## src/design/mbc_pkg.sv

```systemverilog
package mbc_pkg;
  // ==========================================================
  // Register map (word index = byte address / 4)
  localparam logic [7:0] ADDR_GMR    = 8'h00;
  localparam logic [7:0] ADDR_MEMORY_STATUS_REGISTER  = 8'h01;
  localparam logic [7:0] ADDR_PINASG = 8'h02;
  localparam logic [7:0] ADDR_STRAP  = 8'h03;
  localparam logic [7:0] ADDR_BASE0  = 8'h10;
  localparam logic [7:0] ADDR_OPT0   = 8'h18;
  localparam int         NBANK       = 8;
  // ==========================================================
  // Global config fields
  localparam int GMR_REFRESH_COUNT_FIELD_LSB = 24;
  localparam int GMR_REFRESH_ENABLE_BIT      = 23;
  localparam int GMR_REFRESH_CYCLE_LENGTH_LSB  = 21;
  localparam int GMR_PGS_LSB   = 18;
  localparam int GMR_DWQ       = 17;
  localparam int GMR_PARITY_BUS_ERROR_ENABLE      = 16;
  localparam int GMR_INTERNAL_ADDR_MUX_ENABLE      = 15;
  localparam logic [31:0] GMR_RST = 32'h0000_0000;
  // ==========================================================
  // Base register fields
  localparam int BR_BA_LSB  = 11;
  localparam int BR_FC_LSB  = 7;
  localparam int BR_BANK_PARITY_ENABLE   = 3;
  localparam int BR_WP      = 1;
  localparam int BR_V       = 0;
  // ==========================================================
  // Option register fields
  localparam int OR_CYCLE_LENGTH_FIELD_LSB = 28;
  localparam int OR_AM_LSB   = 11;
  localparam int OR_FCM_LSB  = 7;
  localparam int OR_PAGE_MODE_ENABLE     = 3;
  localparam int OR_SPS_LSB  = 1;
  localparam int OR_DRAM_SELECT_BIT    = 0;
  localparam logic [1:0] SPS_32 = 2'h0;
  localparam logic [1:0] SPS_16 = 2'h1;
  localparam logic [1:0] SPS_8  = 2'h2;
  // ==========================================================
  // Reset values
  localparam logic [31:0] BR0_RST    = 32'h0000_0001;
  localparam logic [31:0] OR0_RST    = 32'hF000_0000;
  localparam logic [15:0] PINASG_RST = 16'h0000;
  localparam logic [15:0] PINASG_STD = 16'h0180;
  localparam logic [2:0]  STRAP_STD  = 3'h7;
  localparam logic [3:0]  FC_CPU     = 4'h7;
  // ==========================================================
  // Timing
  localparam int  CLK_MHZ       = 125;
  localparam int  REF_PRESCALE  = 16;
  localparam int  REF_NS_X10    = 156 * 100;
  localparam int  DRAM_INIT_CNT = 8;
  localparam logic [3:0] RAS_SETUP = 4'h1;
  typedef enum logic [2:0] {
    MBC_IDLE, MBC_ROW, MBC_DATA, MBC_WAIT, MBC_NEXT, MBC_REF
  } mbc_state_type;
endpackage

```

## src/design/mbc_memory_bank_controller.sv

```systemverilog
// The placing of the registers and the Avalon-MM interface to the registers were left to the implementer.
`timescale 1ns/100ps
// Summary of operation
// - Strap 111 enables core, byte boot port
// - Refresh interval from programmable count field
// - Refresh cycle length field sets duration
// - Page size field selects page-mode detection
// - Parity error with enable ends in bus error
// - Parity errors recorded in status register
// - Per-bank base address compared to bus
// - Per-bank write protect bit
// - Access bank select only when valid bit set; refresh selects every DRAM bank
// - Per-bank byte parity generate and check
// - Per-bank wait states every access
// - Address mask sets bank block size
// - Zero function mask excludes CPU space
// - Port size; wide transfers split up
// - DRAM select bit gives row strobe
// - Page mode enable on DRAM bank
// - Reset on parity line 3 selects 16-bit
// - Pin value 0180 enables strobe functions
// - Double drive duplicates row strobe one
// - Eight reads or refresh cycles before first DRAM write
// - Internal row/column mux; pin becomes OE
module mbc_memory_bank_controller (
  // Clock and reset
  input  wire logic        sys_clk,
  input  wire logic        rst,
  // Avalon-MM register slave
  input  wire logic [7:0]  avs_address,
  input  wire logic        avs_read,
  input  wire logic        avs_write,
  input  wire logic [31:0] avs_writedata,
  input  wire logic [3:0]  avs_byteenable,
  output logic [31:0]      avs_readdata,
  output logic             avs_waitrequest,
  // Processor access port
  input  wire logic        cpu_req,
  input  wire logic        cpu_wr,
  input  wire logic [31:0] cpu_addr,
  input  wire logic [3:0]  cpu_fc,
  input  wire logic [3:0]  cpu_be,
  input  wire logic [31:0] cpu_wdata,
  output logic [31:0]      cpu_rdata,
  output logic             cpu_ack,
  output logic             cpu_berr,
  // Straps and pins
  input  wire logic [2:0]  config_strap_pins,
  input  wire logic        parity_line_3_in,
  output logic             core_enable,
  output logic             module_base_register_normal,
  // Memory side
  output logic [27:0]      mem_addr,
  output logic [31:0]      mem_dout,
  output logic             mem_doe,
  input  wire logic [31:0] mem_din,
  output logic [3:0]       par_out,
  output logic             par_oe,
  input  wire logic [3:0]  par_in,
  output logic [7:0]       bank_sel_n,
  output logic             row_strobe_one_double_drive_n,
  output logic [3:0]       column_strobes_n,
  output logic [3:0]       byte_write_enables_n,
  output logic             mem_oe_n
);
  // ==========================================================
  // Registers
  logic [31:0] gmr_r;
  logic [31:0] br_r [mbc_pkg::NBANK];
  logic [31:0] or_r [mbc_pkg::NBANK];
  logic [3:0]  memory_status_register_r;
  logic [15:0] pinasg_r;
  logic [2:0]  strap_s1_r, strap_s2_r, strap_s3_r;
  logic        p3_s1_r, p3_s2_r, p3_s3_r;
  logic [2:0]  strap_r;
  logic        bus16_r;
  logic        latch_r;
  logic        ack_r;
  logic [31:0] rdata_r;
  mbc_pkg::mbc_state_type state_r;
  logic [15:0] pre_r;
  logic [7:0]  refcnt_r;
  logic        ref_pend_r;
  logic [3:0]  init_reads_r;
  logic [4:0]  wcnt_r;
  logic [2:0]  bank_r;
  logic [1:0]  beat_r;
  logic [31:0] page_r;
  logic        page_vld_r;
  logic [31:0] acc_r;
  logic        sel_act_r;
  logic        berr_r, done_r;
  logic [3:0]  perr_r;
  // ==========================================================
  // Straps: three-stage sampling, captured after reset release
  always_ff @(posedge sys_clk) begin
    strap_s1_r <= config_strap_pins;
    strap_s2_r <= strap_s1_r;
    strap_s3_r <= strap_s2_r;
    p3_s1_r    <= parity_line_3_in;
    p3_s2_r    <= p3_s1_r;
    p3_s3_r    <= p3_s2_r;
  end
  always_ff @(posedge sys_clk) begin
    if (rst) begin
      latch_r <= 1'b1;
      strap_r <= mbc_pkg::STRAP_STD;
      bus16_r <= 1'b0;
    end else if (latch_r && strap_s2_r == strap_s3_r) begin
      latch_r <= 1'b0;
      strap_r <= strap_s3_r;
      bus16_r <= p3_s3_r;
    end
  end
  wire strap_std = (strap_r == mbc_pkg::STRAP_STD);
  assign core_enable = strap_std;
  assign module_base_register_normal = strap_std;
  // ==========================================================
  // Global field decode
  wire [7:0]  refresh_count_field   = gmr_r[mbc_pkg::GMR_REFRESH_COUNT_FIELD_LSB +: 8];
  wire        refresh_enable_bit    = gmr_r[mbc_pkg::GMR_REFRESH_ENABLE_BIT];
  wire [1:0]  refresh_cycle_length    = gmr_r[mbc_pkg::GMR_REFRESH_CYCLE_LENGTH_LSB +: 2];
  wire [2:0]  pgs     = gmr_r[mbc_pkg::GMR_PGS_LSB +: 3];
  wire        parity_bus_error_enable    = gmr_r[mbc_pkg::GMR_PARITY_BUS_ERROR_ENABLE];
  wire        internal_addr_mux_enable    = gmr_r[mbc_pkg::GMR_INTERNAL_ADDR_MUX_ENABLE];
  wire        dram_wait_qualifier     = gmr_r[mbc_pkg::GMR_DWQ];
  wire [4:0]  pg_bits = 5'd9 + {2'h0, pgs};
  wire [31:0] pg_mask = ~((32'h1 << pg_bits) - 32'h1);
  // ==========================================================
  // Bank match, one hot by priority
  logic [7:0] hit;
  genvar g;
  generate
    for (g = 0; g < mbc_pkg::NBANK; g++) begin : g_bank
      wire [20:0] ba   = br_r[g][31:mbc_pkg::BR_BA_LSB];
      wire [16:0] am   = or_r[g][27:mbc_pkg::OR_AM_LSB];
      wire [3:0]  fcm  = or_r[g][mbc_pkg::OR_FCM_LSB +: 4];
      wire [3:0]  fcb  = br_r[g][mbc_pkg::BR_FC_LSB +: 4];
      wire [20:0] msk  = {4'hF, am};
      wire        amat = ((cpu_addr[31:11] ^ ba) & msk) == 21'h0;
      wire        fok  = (fcm == 4'h0) ? (cpu_fc != mbc_pkg::FC_CPU)
                                       : (((cpu_fc ^ fcb) & ~fcm) == 4'h0);
      assign hit[g] = amat & fok & br_r[g][mbc_pkg::BR_V];
    end
  endgenerate
  wire [7:0] hit1 = hit & ~(hit - 8'h1);
  logic [2:0] hit_idx;
  always_comb begin
    hit_idx = 3'h0;
    for (int i = mbc_pkg::NBANK - 1; i >= 0; i--) begin
      if (hit1[i]) hit_idx = 3'(i);
    end
  end
  // ==========================================================
  // Active bank decode
  wire [31:0] cur_or   = or_r[bank_r];
  wire [31:0] cur_br   = br_r[bank_r];
  wire        is_dram  = cur_or[mbc_pkg::OR_DRAM_SELECT_BIT];
  wire        page_mode_enable     = cur_or[mbc_pkg::OR_PAGE_MODE_ENABLE] & is_dram;
  wire [1:0]  sps      = cur_or[mbc_pkg::OR_SPS_LSB +: 2];
  wire [3:0]  cycle_length_field     = cur_or[mbc_pkg::OR_CYCLE_LENGTH_FIELD_LSB +: 4];
  wire        bank_parity_enable    = cur_br[mbc_pkg::BR_BANK_PARITY_ENABLE];
  wire        wprot    = cur_br[mbc_pkg::BR_WP];
  wire [1:0]  nbeats   = (sps == mbc_pkg::SPS_8) ? 2'h3 :
                         (sps == mbc_pkg::SPS_16 || bus16_r) ? 2'h1 : 2'h0;
  wire        page_hit = page_vld_r && page_mode_enable &&
                         ((cpu_addr & pg_mask) == (page_r & pg_mask));
  wire        init_ok  = (init_reads_r == 4'(mbc_pkg::DRAM_INIT_CNT));
  // Lane of the current beat
  wire [1:0]  lane     = (nbeats == 2'h3) ? beat_r :
                         (nbeats == 2'h1) ? {beat_r[0], 1'b0} : 2'h0;
  wire [3:0]  beat_be  = (nbeats == 2'h3) ? 4'h8 :
                         (nbeats == 2'h1) ? 4'hC : 4'hF;
  wire [3:0]  act_be   = beat_be & 4'(cpu_be << lane);
  wire [3:0]  cpu_act  = act_be >> lane;
  wire [31:0] wdata_sh = cpu_wdata << {lane, 3'h0};
  wire [31:0] beat_data = (nbeats == 2'h0) ? mem_din : (mem_din >> {lane, 3'h0});
  // Byte parity generate and check
  logic [3:0] par_gen, par_bad;
  always_comb begin
    for (int b = 0; b < 4; b++) begin
      par_gen[b] = ~^wdata_sh[b*8 +: 8];
      par_bad[b] = (^mem_din[b*8 +: 8]) == par_in[b];
    end
  end
  wire [3:0] par_lanes = bus16_r ? 4'hC : 4'hF;
  wire [3:0] perr_now  = par_bad & par_lanes & act_be & {4{bank_parity_enable}};
  // ==========================================================
  // Refresh timer
  wire ref_tick = refresh_enable_bit && pre_r == 16'(mbc_pkg::REF_PRESCALE - 1) && refcnt_r == 8'h0;
  always_ff @(posedge sys_clk) begin
    if (rst) begin
      pre_r    <= 16'h0;
      refcnt_r <= 8'h0;
    end else if (!refresh_enable_bit) begin
      pre_r    <= 16'h0;
      refcnt_r <= refresh_count_field;
    end else if (pre_r == 16'(mbc_pkg::REF_PRESCALE - 1)) begin
      pre_r    <= 16'h0;
      refcnt_r <= (refcnt_r == 8'h0) ? refresh_count_field : refcnt_r - 8'h1;
    end else begin
      pre_r <= pre_r + 16'h1;
    end
  end
  // ==========================================================
  // Access state machine
  wire cpu_go = cpu_req && !done_r && !ack_r;
  always_ff @(posedge sys_clk) begin
    if (rst) begin
      state_r      <= mbc_pkg::MBC_IDLE;
      ref_pend_r   <= 1'b0;
      init_reads_r <= 4'h0;
      wcnt_r       <= 5'h0;
      bank_r       <= 3'h0;
      beat_r       <= 2'h0;
      page_r       <= 32'h0;
      page_vld_r   <= 1'b0;
      acc_r        <= 32'h0;
      sel_act_r    <= 1'b0;
      berr_r       <= 1'b0;
      done_r       <= 1'b0;
      perr_r       <= 4'h0;
    end else begin
      perr_r <= 4'h0;
      if (ref_tick) ref_pend_r <= 1'b1;
      if (done_r && !cpu_req) done_r <= 1'b0;
      case (state_r)
        mbc_pkg::MBC_IDLE: begin
          sel_act_r <= 1'b0;
          if (ref_pend_r) begin
            ref_pend_r <= 1'b1 & ref_tick;
            page_vld_r <= 1'b0;
            wcnt_r     <= {3'h0, refresh_cycle_length} + 5'h2;
            state_r    <= mbc_pkg::MBC_REF;
          end else if (cpu_go && hit1 != 8'h0) begin
            bank_r    <= hit_idx;
            beat_r    <= 2'h0;
            acc_r     <= 32'h0;
            sel_act_r <= 1'b1;
            state_r   <= mbc_pkg::MBC_ROW;
          end else if (cpu_go) begin
            berr_r  <= 1'b1;
            done_r  <= 1'b1;
          end
        end
        mbc_pkg::MBC_ROW: begin
          if ((cpu_wr && wprot) ||
              (cpu_wr && is_dram && !init_ok)) begin
            berr_r    <= 1'b1;
            done_r    <= 1'b1;
            sel_act_r <= 1'b0;
            state_r   <= mbc_pkg::MBC_IDLE;
          end else begin
            wcnt_r  <= (page_hit ? 5'h0 : {1'b0, mbc_pkg::RAS_SETUP}) + {1'b0, cycle_length_field}
                       + {4'h0, dram_wait_qualifier & page_mode_enable};
            state_r <= mbc_pkg::MBC_DATA;
          end
        end
        mbc_pkg::MBC_DATA: begin
          if (wcnt_r != 5'h0) begin
            wcnt_r <= wcnt_r - 5'h1;
          end else begin
            state_r <= mbc_pkg::MBC_NEXT;
          end
        end
        mbc_pkg::MBC_NEXT: begin
          for (int b = 0; b < 4; b++) begin
            if (cpu_act[b]) acc_r[b*8 +: 8] <= beat_data[b*8 +: 8];
          end
          perr_r <= cpu_wr ? 4'h0 : perr_now;
          if (!cpu_wr && is_dram && !init_ok) init_reads_r <= init_reads_r + 4'h1;
          if (!cpu_wr && parity_bus_error_enable && perr_now != 4'h0) begin
            berr_r <= 1'b1;
          end
          if (beat_r == nbeats) begin
            done_r     <= 1'b1;
            sel_act_r  <= page_mode_enable;
            page_r     <= cpu_addr;
            page_vld_r <= page_mode_enable;
            state_r    <= mbc_pkg::MBC_IDLE;
          end else begin
            beat_r  <= beat_r + 2'h1;
            wcnt_r  <= {1'b0, cycle_length_field};
            state_r <= mbc_pkg::MBC_DATA;
          end
        end
        mbc_pkg::MBC_REF: begin
          if (wcnt_r != 5'h0) begin
            wcnt_r <= wcnt_r - 5'h1;
          end else begin
            if (!init_ok) init_reads_r <= init_reads_r + 4'h1;
            state_r <= mbc_pkg::MBC_IDLE;
          end
        end
        default: state_r <= mbc_pkg::MBC_IDLE;
      endcase
      if (ack_r) berr_r <= 1'b0;
    end
  end
  // ==========================================================
  // CPU answer
  always_ff @(posedge sys_clk) begin
    if (rst) begin
      ack_r     <= 1'b0;
      cpu_rdata <= 32'h0;
    end else begin
      ack_r <= done_r && !ack_r && cpu_req && !(state_r == mbc_pkg::MBC_IDLE && ack_r);
      if (done_r && !ack_r) cpu_rdata <= acc_r;
    end
  end
  assign cpu_ack  = ack_r;
  assign cpu_berr = ack_r & berr_r;
  // ==========================================================
  // Memory pins
  wire in_acc  = (state_r == mbc_pkg::MBC_DATA || state_r == mbc_pkg::MBC_NEXT);
  wire in_ref  = (state_r == mbc_pkg::MBC_REF);
  wire [3:0] strobe_be = in_acc ? act_be : 4'h0;
  wire [7:0] bank_oh   = 8'h1 << bank_r;
  wire [7:0] dram_mask;
  generate
    for (g = 0; g < mbc_pkg::NBANK; g++) begin : g_dm
      assign dram_mask[g] = or_r[g][mbc_pkg::OR_DRAM_SELECT_BIT];
    end
  endgenerate
  wire [7:0] sel_on  = (sel_act_r ? bank_oh : 8'h0) | (in_ref ? dram_mask : 8'h0);
  wire       wide    = pinasg_r == mbc_pkg::PINASG_STD;
  wire       row_on  = (state_r != mbc_pkg::MBC_ROW) || !is_dram;
  wire [27:0] col_ad = {12'h0, cpu_addr[17:2]};
  always_ff @(posedge sys_clk) begin
    if (rst) begin
      mem_addr <= 28'h0;
      mem_dout <= 32'h0;
      par_out  <= 4'h0;
    end else begin
      mem_addr <= (internal_addr_mux_enable && is_dram && row_on) ? col_ad
                : cpu_addr[27:0] + {26'h0, lane};
      mem_dout <= wdata_sh;
      par_out  <= par_gen;
    end
  end
  assign mem_doe   = in_acc & cpu_wr;
  assign par_oe    = in_acc & cpu_wr & bank_parity_enable;
  assign bank_sel_n = ~sel_on;
  assign row_strobe_one_double_drive_n = ~(wide & sel_on[1]);
  assign column_strobes_n = ~(wide ? ((is_dram ? strobe_be : 4'h0) |
                              (in_ref ? 4'hF : 4'h0)) : 4'h0);
  assign byte_write_enables_n = ~(wide && cpu_wr ? strobe_be : 4'h0);
  assign mem_oe_n  = ~(internal_addr_mux_enable & in_acc & ~cpu_wr);
  // ==========================================================
  // Avalon-MM slave, answers one cycle after request
  wire       is_br  = avs_address[7:3] == mbc_pkg::ADDR_BASE0[7:3];
  wire       is_or  = avs_address[7:3] == mbc_pkg::ADDR_OPT0[7:3];
  wire [2:0] ridx   = avs_address[2:0];
  wire [31:0] bemask = {{8{avs_byteenable[3]}}, {8{avs_byteenable[2]}},
                        {8{avs_byteenable[1]}}, {8{avs_byteenable[0]}}};
  logic bus_ph_r;
  wire acc_ok = (avs_read | avs_write) & bus_ph_r;
  always_ff @(posedge sys_clk) begin
    if (rst) begin
      bus_ph_r <= 1'b0;
      gmr_r    <= mbc_pkg::GMR_RST;
      pinasg_r <= mbc_pkg::PINASG_RST;
      memory_status_register_r  <= 4'h0;
      rdata_r  <= 32'h0;
      for (int i = 0; i < mbc_pkg::NBANK; i++) begin
        br_r[i] <= (i == 0) ? mbc_pkg::BR0_RST : 32'h0;
        or_r[i] <= (i == 0) ? (mbc_pkg::OR0_RST |
                    {29'h0, mbc_pkg::SPS_8, 1'b0}) : 32'h0;
      end
    end else begin
      bus_ph_r <= (avs_read | avs_write) & ~bus_ph_r;
      if (acc_ok && avs_write) begin
        if (avs_address == mbc_pkg::ADDR_GMR)
          gmr_r <= (gmr_r & ~bemask) | (avs_writedata & bemask);
        if (avs_address == mbc_pkg::ADDR_PINASG)
          pinasg_r <= (pinasg_r & ~bemask[15:0]) | (avs_writedata[15:0] & bemask[15:0]);
        if (is_br)
          br_r[ridx] <= (br_r[ridx] & ~bemask) | (avs_writedata & bemask);
        if (is_or)
          or_r[ridx] <= (or_r[ridx] & ~bemask) | (avs_writedata & bemask);
      end
      // Write-one-to-clear; a new error wins over the clear
      memory_status_register_r <= (memory_status_register_r & ~((acc_ok && avs_write && avs_address == mbc_pkg::ADDR_MEMORY_STATUS_REGISTER)
                 ? avs_writedata[3:0] & bemask[3:0] : 4'h0)) | perr_r;
      if (avs_read && !bus_ph_r) begin
        rdata_r <= (avs_address == mbc_pkg::ADDR_GMR)    ? gmr_r :
                   (avs_address == mbc_pkg::ADDR_MEMORY_STATUS_REGISTER)  ? {28'h0, memory_status_register_r} :
                   (avs_address == mbc_pkg::ADDR_PINASG) ? {16'h0, pinasg_r} :
                   (avs_address == mbc_pkg::ADDR_STRAP)  ? {27'h0, bus16_r, init_ok, strap_r} :
                   is_br ? br_r[ridx] : is_or ? or_r[ridx] : 32'h0;
      end
    end
  end
  assign avs_readdata    = rdata_r;
  assign avs_waitrequest = (avs_read | avs_write) & ~bus_ph_r;
endmodule

```

## config.mk

```make
export PLATFORM = sky130hd
export DESIGN_NAME = mbc_memory_bank_controller
export DESIGN_NICKNAME = d
export VERILOG_FILES = /design/src/design/mbc_pkg.sv /design/src/design/mbc_memory_bank_controller.sv
export SDC_FILE = /design/constraint.sdc
export NUM_CORES = 2
export LEC_CHECK = 0
export ABC_AREA = 0
export BUFFER_PORTS_ARGS = -buffer_cell sky130_fd_sc_hd__buf_2
export CAP_MARGIN = 20
export CORE_AREA = 2 2 239 300
export CTS_CLUSTER_DIAMETER = 120
export CTS_CLUSTER_SIZE = 16
export DETAILED_ROUTE_END_ITERATION = 7
export DIE_AREA = 0 0 241 302
export HOLD_SLACK_MARGIN = 0.1
export PLACE_DENSITY = 0.79
export SLEW_MARGIN = 20
export SYNTH_ARGS = -nofsm -noshare
export SYNTH_HDL_FRONTEND = slang
export SYNTH_SLANG_ARGS = --single-unit
```

## constraint.sdc

```tcl
create_clock -name sys_clk -period 10.24 [get_ports sys_clk]
set_input_delay 1.024 -clock sys_clk [delete_from_list [all_inputs] [get_ports sys_clk]]
set_output_delay 1.024 -clock sys_clk [all_outputs]
set_load 0.05 [all_outputs]
```

**Word-level counts from Yosys, hierarchy flattened**

Memories as Yosys holds them, arrays and structs flattened. A register that Yosys moved wholly into a read port is not among the register bits.
Cells that the tools add are included.

- Register bits: 313
- RAM bits: 512
- Input port bits: 162
- Output and inout port bits: 153
- Logic and storage cells: 425
- Memories: 2

- Add/sub/neg operators: 12
- Equal/unequal tests: 47
- Shifts and indexed selects: 6
- Muxes and demuxes: 113
- Bitwise logic cells: 104
- Reductions and logical operators: 103

Memory list:

| name | depth | bits a word | read ports | clocked after Yosys merged registers in | write ports | line | RTL |
|---|---|---|---|---|---|---|---|
| br_r | 8 | 32 | 10 | 1 | 8 | mbc_memory_bank_controller.sv:69 | `logic [31:0] br_r [mbc_pkg::NBANK];` |
| or_r | 8 | 32 | 10 | 1 | 8 | mbc_memory_bank_controller.sv:70 | `logic [31:0] or_r [mbc_pkg::NBANK];` |

Operators by type and width:

| kind | count |
|---|---|
| 32-bit 2-to-1 mux | 11 |
| 32-bit bitwise AND | 6 |
| 21-bit bitwise AND | 8 |
| 21-bit logical NOT | 8 |
| 21-bit bitwise XOR | 8 |
| 32-bit bitwise OR | 3 |
| 8-bit 2-to-1 mux | 9 |
| 4-bit logical NOT | 16 |
| 32-bit inverter | 2 |
| 32-bit one-hot mux with 2 select lines | 1 |
| 32-bit OR reduction | 2 |
| 3-bit 2-to-1 mux | 19 |
| 4-bit bitwise AND | 14 |
| 4-bit inverter | 11 |
| 1-bit 2-to-1 mux | 41 |
| 4-bit 2-to-1 mux | 9 |
| 2-bit != test (second input constant) | 18 |
| 16-bit bitwise AND | 2 |
| 32-bit == test | 1 |
| 8-bit XNOR reduction | 4 |
| 8-bit XOR reduction | 4 |
| 1-bit by 5-bit << shifter with 32-bit output (first input constant) | 1 |
| 32-bit by 5-bit << shifter with 32-bit output | 1 |
| 32-bit by 5-bit right shift with 32-bit output | 1 |
| 69 further kinds | 185 |

**Logic depth before layout (Yosys ltp)**

An unclocked memory read counts as a cell.

- Word-level depth: 20
- Gate-level depth with buffers: 26
- Gate-level depth less buffers: 23

**Worst setup path after synthesis**

No wires, ideal clock.

- Path kind: flip-flop to flip-flop
- Start: register (tool-made name)
- End: register wcnt_r[1]
- Library setup time: 134 ps
- Data arrival time: 4,557 ps
- Required time: 10,106 ps
- Setup slack: 5,549 ps
- Cell stages (with the launch flop): 26
- Buffers on the path: 3
- Period minus slack after synthesis: 4,691 ps
- Path through: dfxtp_1 clkbuf_1 nand2_1 inv_1 ha_1 clkbuf_1 nand3_1 ha_1 buf_1 nor2_1 mux2_2 a221o_1 nand4_1 or4b_2 or4_1 a2111oi_0 and4_1 fa_1 inv_1 ha_1 nand2_1 o21ai_0 o21ai_0 o21ai_0 a21oi_1 a211oi_1

RTL lines:

| what | line | RTL |
|---|---|---|
| to (signal assigned) | mbc_memory_bank_controller.sv:233 | `wcnt_r <= {3'h0, refresh_cycle_length} + 5'h2;` |
| to (signal assigned) | mbc_memory_bank_controller.sv:254 | `wcnt_r <= (page_hit ? 5'h0 : {1'b0, mbc_pkg::RAS_SETUP}) + {1'b0, cycle_length_field}` |
| to (signal assigned) | mbc_memory_bank_controller.sv:261 | `wcnt_r <= wcnt_r - 5'h1;` |
| to (decl) | mbc_memory_bank_controller.sv:85 | `logic [4:0] wcnt_r;` |

==> impl_metrics.py <==
metrics = {
    "floorplanning": {
        "start_util": 0.5920,
        "dieArea_um2": 72780,
        "dieHeight_um": 302,
        "core_area_um2": 70100,
        "io_pins": 315,
        "row_count": 109,
        "die_w_um": 241,
    },
    "synth": {
        "ys_ff_latch": 828,
        "synthTopCellsByCount": "nor2_1 (787), edfxtp_1 (512), dfxtp_1 (316)",
        "synth-edff-count": 512,
        "synth.largest_area_cell": "edfxtp_1",
        "synth_cell_type_count": 90,
        "async_reset_ff_frac": 0,
        "synth_area_um2": 41500,
        "syn_area_per_cell_um2": 10.95,
        "synth.most_common_cell": "nor2_1",
        "yosysWarnings": 0,
        "syn_nets": 3966,
        "ys_seq_area_frac": 0.5230,
        "synthFlopType": "edfxtp_1",
        "synth_area_leaders": "edfxtp_1 (37%), dfxtp_1 (15%), mux4_2 (7.8%)",
        "synth_top_area_share": 0.3705,
        "postSynthCellCount": 3788,
    },
    "setup_path": {
        "crit_path_end_kind": "register",
        "crit_path_start_kind": "register",
        "cp.arrival_ns": 6.03,
        "crit_type": "register to register",
        "critical_path_required_ns": 10.74,
        "cp_max_fo": 17,
    },
    "placed_design": {
        "portBuffers": 314,
        "placed_area_um2": 43640,
        "dp_slack_ns": 4.748,
        "dpl.hpwl_um": 94830,
        "place_congestion": 1.001,
        "place_inst": 4839,
    },
    "grt": {
        "grt_usage": 0.3685,
        "antenna_found_initial": 7,
        "grt_first_pass_wirelength_um": 196900,
        "grt_max_degree": 99,
        "grt_pass1_vias": 31204,
        "overflow": 0,
    },
    "run_status": {
        "status": "finished clean",
    },
    "final_layout": {
        "final_layout_size_suffix_gt1_frac": 0.1754,
        "seqCellArea_um2": 21700,
        "multi_input_comb_area_um2": 18640,
        "fillers": 5494,
        "syn_to_final_growth_pct": 9.178,
        "design_area_um2": 45300,
        "finalNonFillerCells": 4936,
        "nets": 4133,
    },
    "sta": {
        "min_period_over_period": 0.5396,
        "final.min_clock_period_ns": 5.525,
        "fmax_mhz": 181.0,
        "hold_ws_ns": 0.3252,
        "max_slew_margin": 0.1705,
        "finalHoldViolCount": 0,
        "drv_slew": 0,
        "clock-skew-final_ns": 0.03289,
        "fin_ws_ns": 4.715,
        "setup_tns_ns": 0,
        "final-setup-viol-count": 0,
        "rsz0062_at_grt": "false",
        "worstMarginPinSlew_ns": 1.233,
    },
    "hold_path": {
        "hold_path.class": "register to register",
    },
    "clock_tree": {
        "hold_buffers": 0,
        "cts-resized-gates": 0,
        "cts_tree": "yes",
        "cts.reportedPaths.clkPinSlew_ns": 0.08,
        "numCtsBuffers": 57,
        "clockRootBuffer": "clkbuf_16",
        "ctsHtreeMaxLevel": 2,
        "clock_path_buffers": 3,
        "clk_latency_ns": 0.66,
        "post-cts-setup-buffers": 0,
        "cts_sinks": 828,
    },
    "power_and_ir_drop": {
        "p_leak_uw": 0.01701,
        "peakVddDrop_mv": 0.1176,
        "p_per_area_nw_per_um2": 149.4,
    },
    "routing": {
        "ant_nets": 0,
        "first_pass_iters": 7,
        "avgViaCountPerCell": 6.587,
        "post_drt_wl_per_cell_um": 27.39,
        "drtIter0Drc": 4416,
        "routed_wl_um": 135200,
        "drc_errors": 0,
        "vias": 32511,
    },
    "flow_run": {
        "cap_viol_max_count": 0,
    },
}
==> final cells by class <==
class | count | area share
Sequential cell | 828 | 0.4790
Multi-Input combinational cell | 2661 | 0.4115
Timing Repair Buffer | 369 | 0.04433
Clock buffer | 94 | 0.03549
Tap cell | 943 | 0.02604
Inverter | 38 | 0.003148
Clock inverter | 1 | 0.0003590
Antenna cell | 2 | 0.0001105
==> layout by cell type, fill, tap and decap left out, drive strengths merged, types with 78 or more instances in the layout <==
cell    instances
mux2           78
a21oi         162
nand2         227
o21ai         112
mux2i         124
a22oi          97
clkbuf         95
buf           368
dfxtp         316
xnor2         125
xor2          221
edfxtp        512
nor2          790
mux4          148
==> state kept, by name, indices dropped and copies added (netlist names), 4 cells and up, named ones only <==
| register | cells |
|---|---|
| refcnt_r | 8 |
| mem_dout | 32 |
| pre_r | 16 |
| or_r | 256 |
| cpu_rdata | 32 |
| avs_readdata | 32 |
| page_r | 32 |
| mem_addr | 28 |
| init_reads_r | 4 |
| wcnt_r | 5 |
| perr_r | 4 |
| memory_status_register_r | 4 |
| par_out | 4 |
| br_r | 256 |
| acc_r | 32 |
==> metal layers <==
layer,up-vias,GRT usage,part of all wire
met5,-,0,0.00021
met4,6,0.2628,0.084
met3,569,0.07611,0.11
met2,2311,0.5981,0.47
met1,15655,0.4383,0.33
li1,13970,-,-
==> per-stage QoR <==
stage	total power [uW]	utilization
2_1_floorplan	4302	-
3_3_place_gp	4600	0.6226
3_5_place_dp	4613	0.6226
4_1_cts	6739	0.6458
5_1_grt	6923	0.6462
6_report	6768	0.6463
==> final timing paths <==
kind / to / start / cells past startpoint / slack, ns
max reg2reg: wcnt_r[1] / register / 20 / 4.71
max: wcnt_r[1] / register / 20 / 4.71
min reg2reg: strap_s2_r[0] / strap_s1_r[0] / 0 / 0.33
min: strap_s2_r[0] / strap_s1_r[0] / 0 / 0.33
==> logic make-up after synthesis <==
| logic type | Yosys count | synth area share |
|---|---|---|
| and+or+nand+nor | 1381 | 0.1451 |
| DFF | 828 | 0.5230 |
| AOI/OAI and AO/OA | 565 | 0.09037 |
| muxes | 350 | 0.1322 |
| xor gates and xnor gates | 348 | 0.07411 |
| buffers and inverters | 299 | 0.03000 |
| adders and majority gates | 16 | 0.005186 |
| other | 1 | 0.00009037 |
==> critical path, stage by stage, from the launching register on <==
cell	delay, ns
dfxtp_1	0.62
ha_1	0.65
inv_1	0.30
nand3_1	0.15
ha_1	0.32
mux2_2	0.21
a221o_1	0.14
nand4_1	0.08
or4b_2	0.63
or4_1	0.42
a2111oi_0	0.40
and4_1	0.35
fa_1	0.22
inv_1	0.06
ha_1	0.28
nand2_1	0.05
o21ai_0	0.08
o21ai_0	0.14
o21ai_0	0.10
a21oi_1	0.14
a211oi_1	0.08
==> power breakdown <==
group          leakage (uW)  switching (uW)  internal (uW)
Sequential          0.00783            67.7           3630
Clock              0.000775            1140           1070
Combinational       0.00840             591            280
Total                0.0170            1790           4970
(Power assumes the default switching activity.)
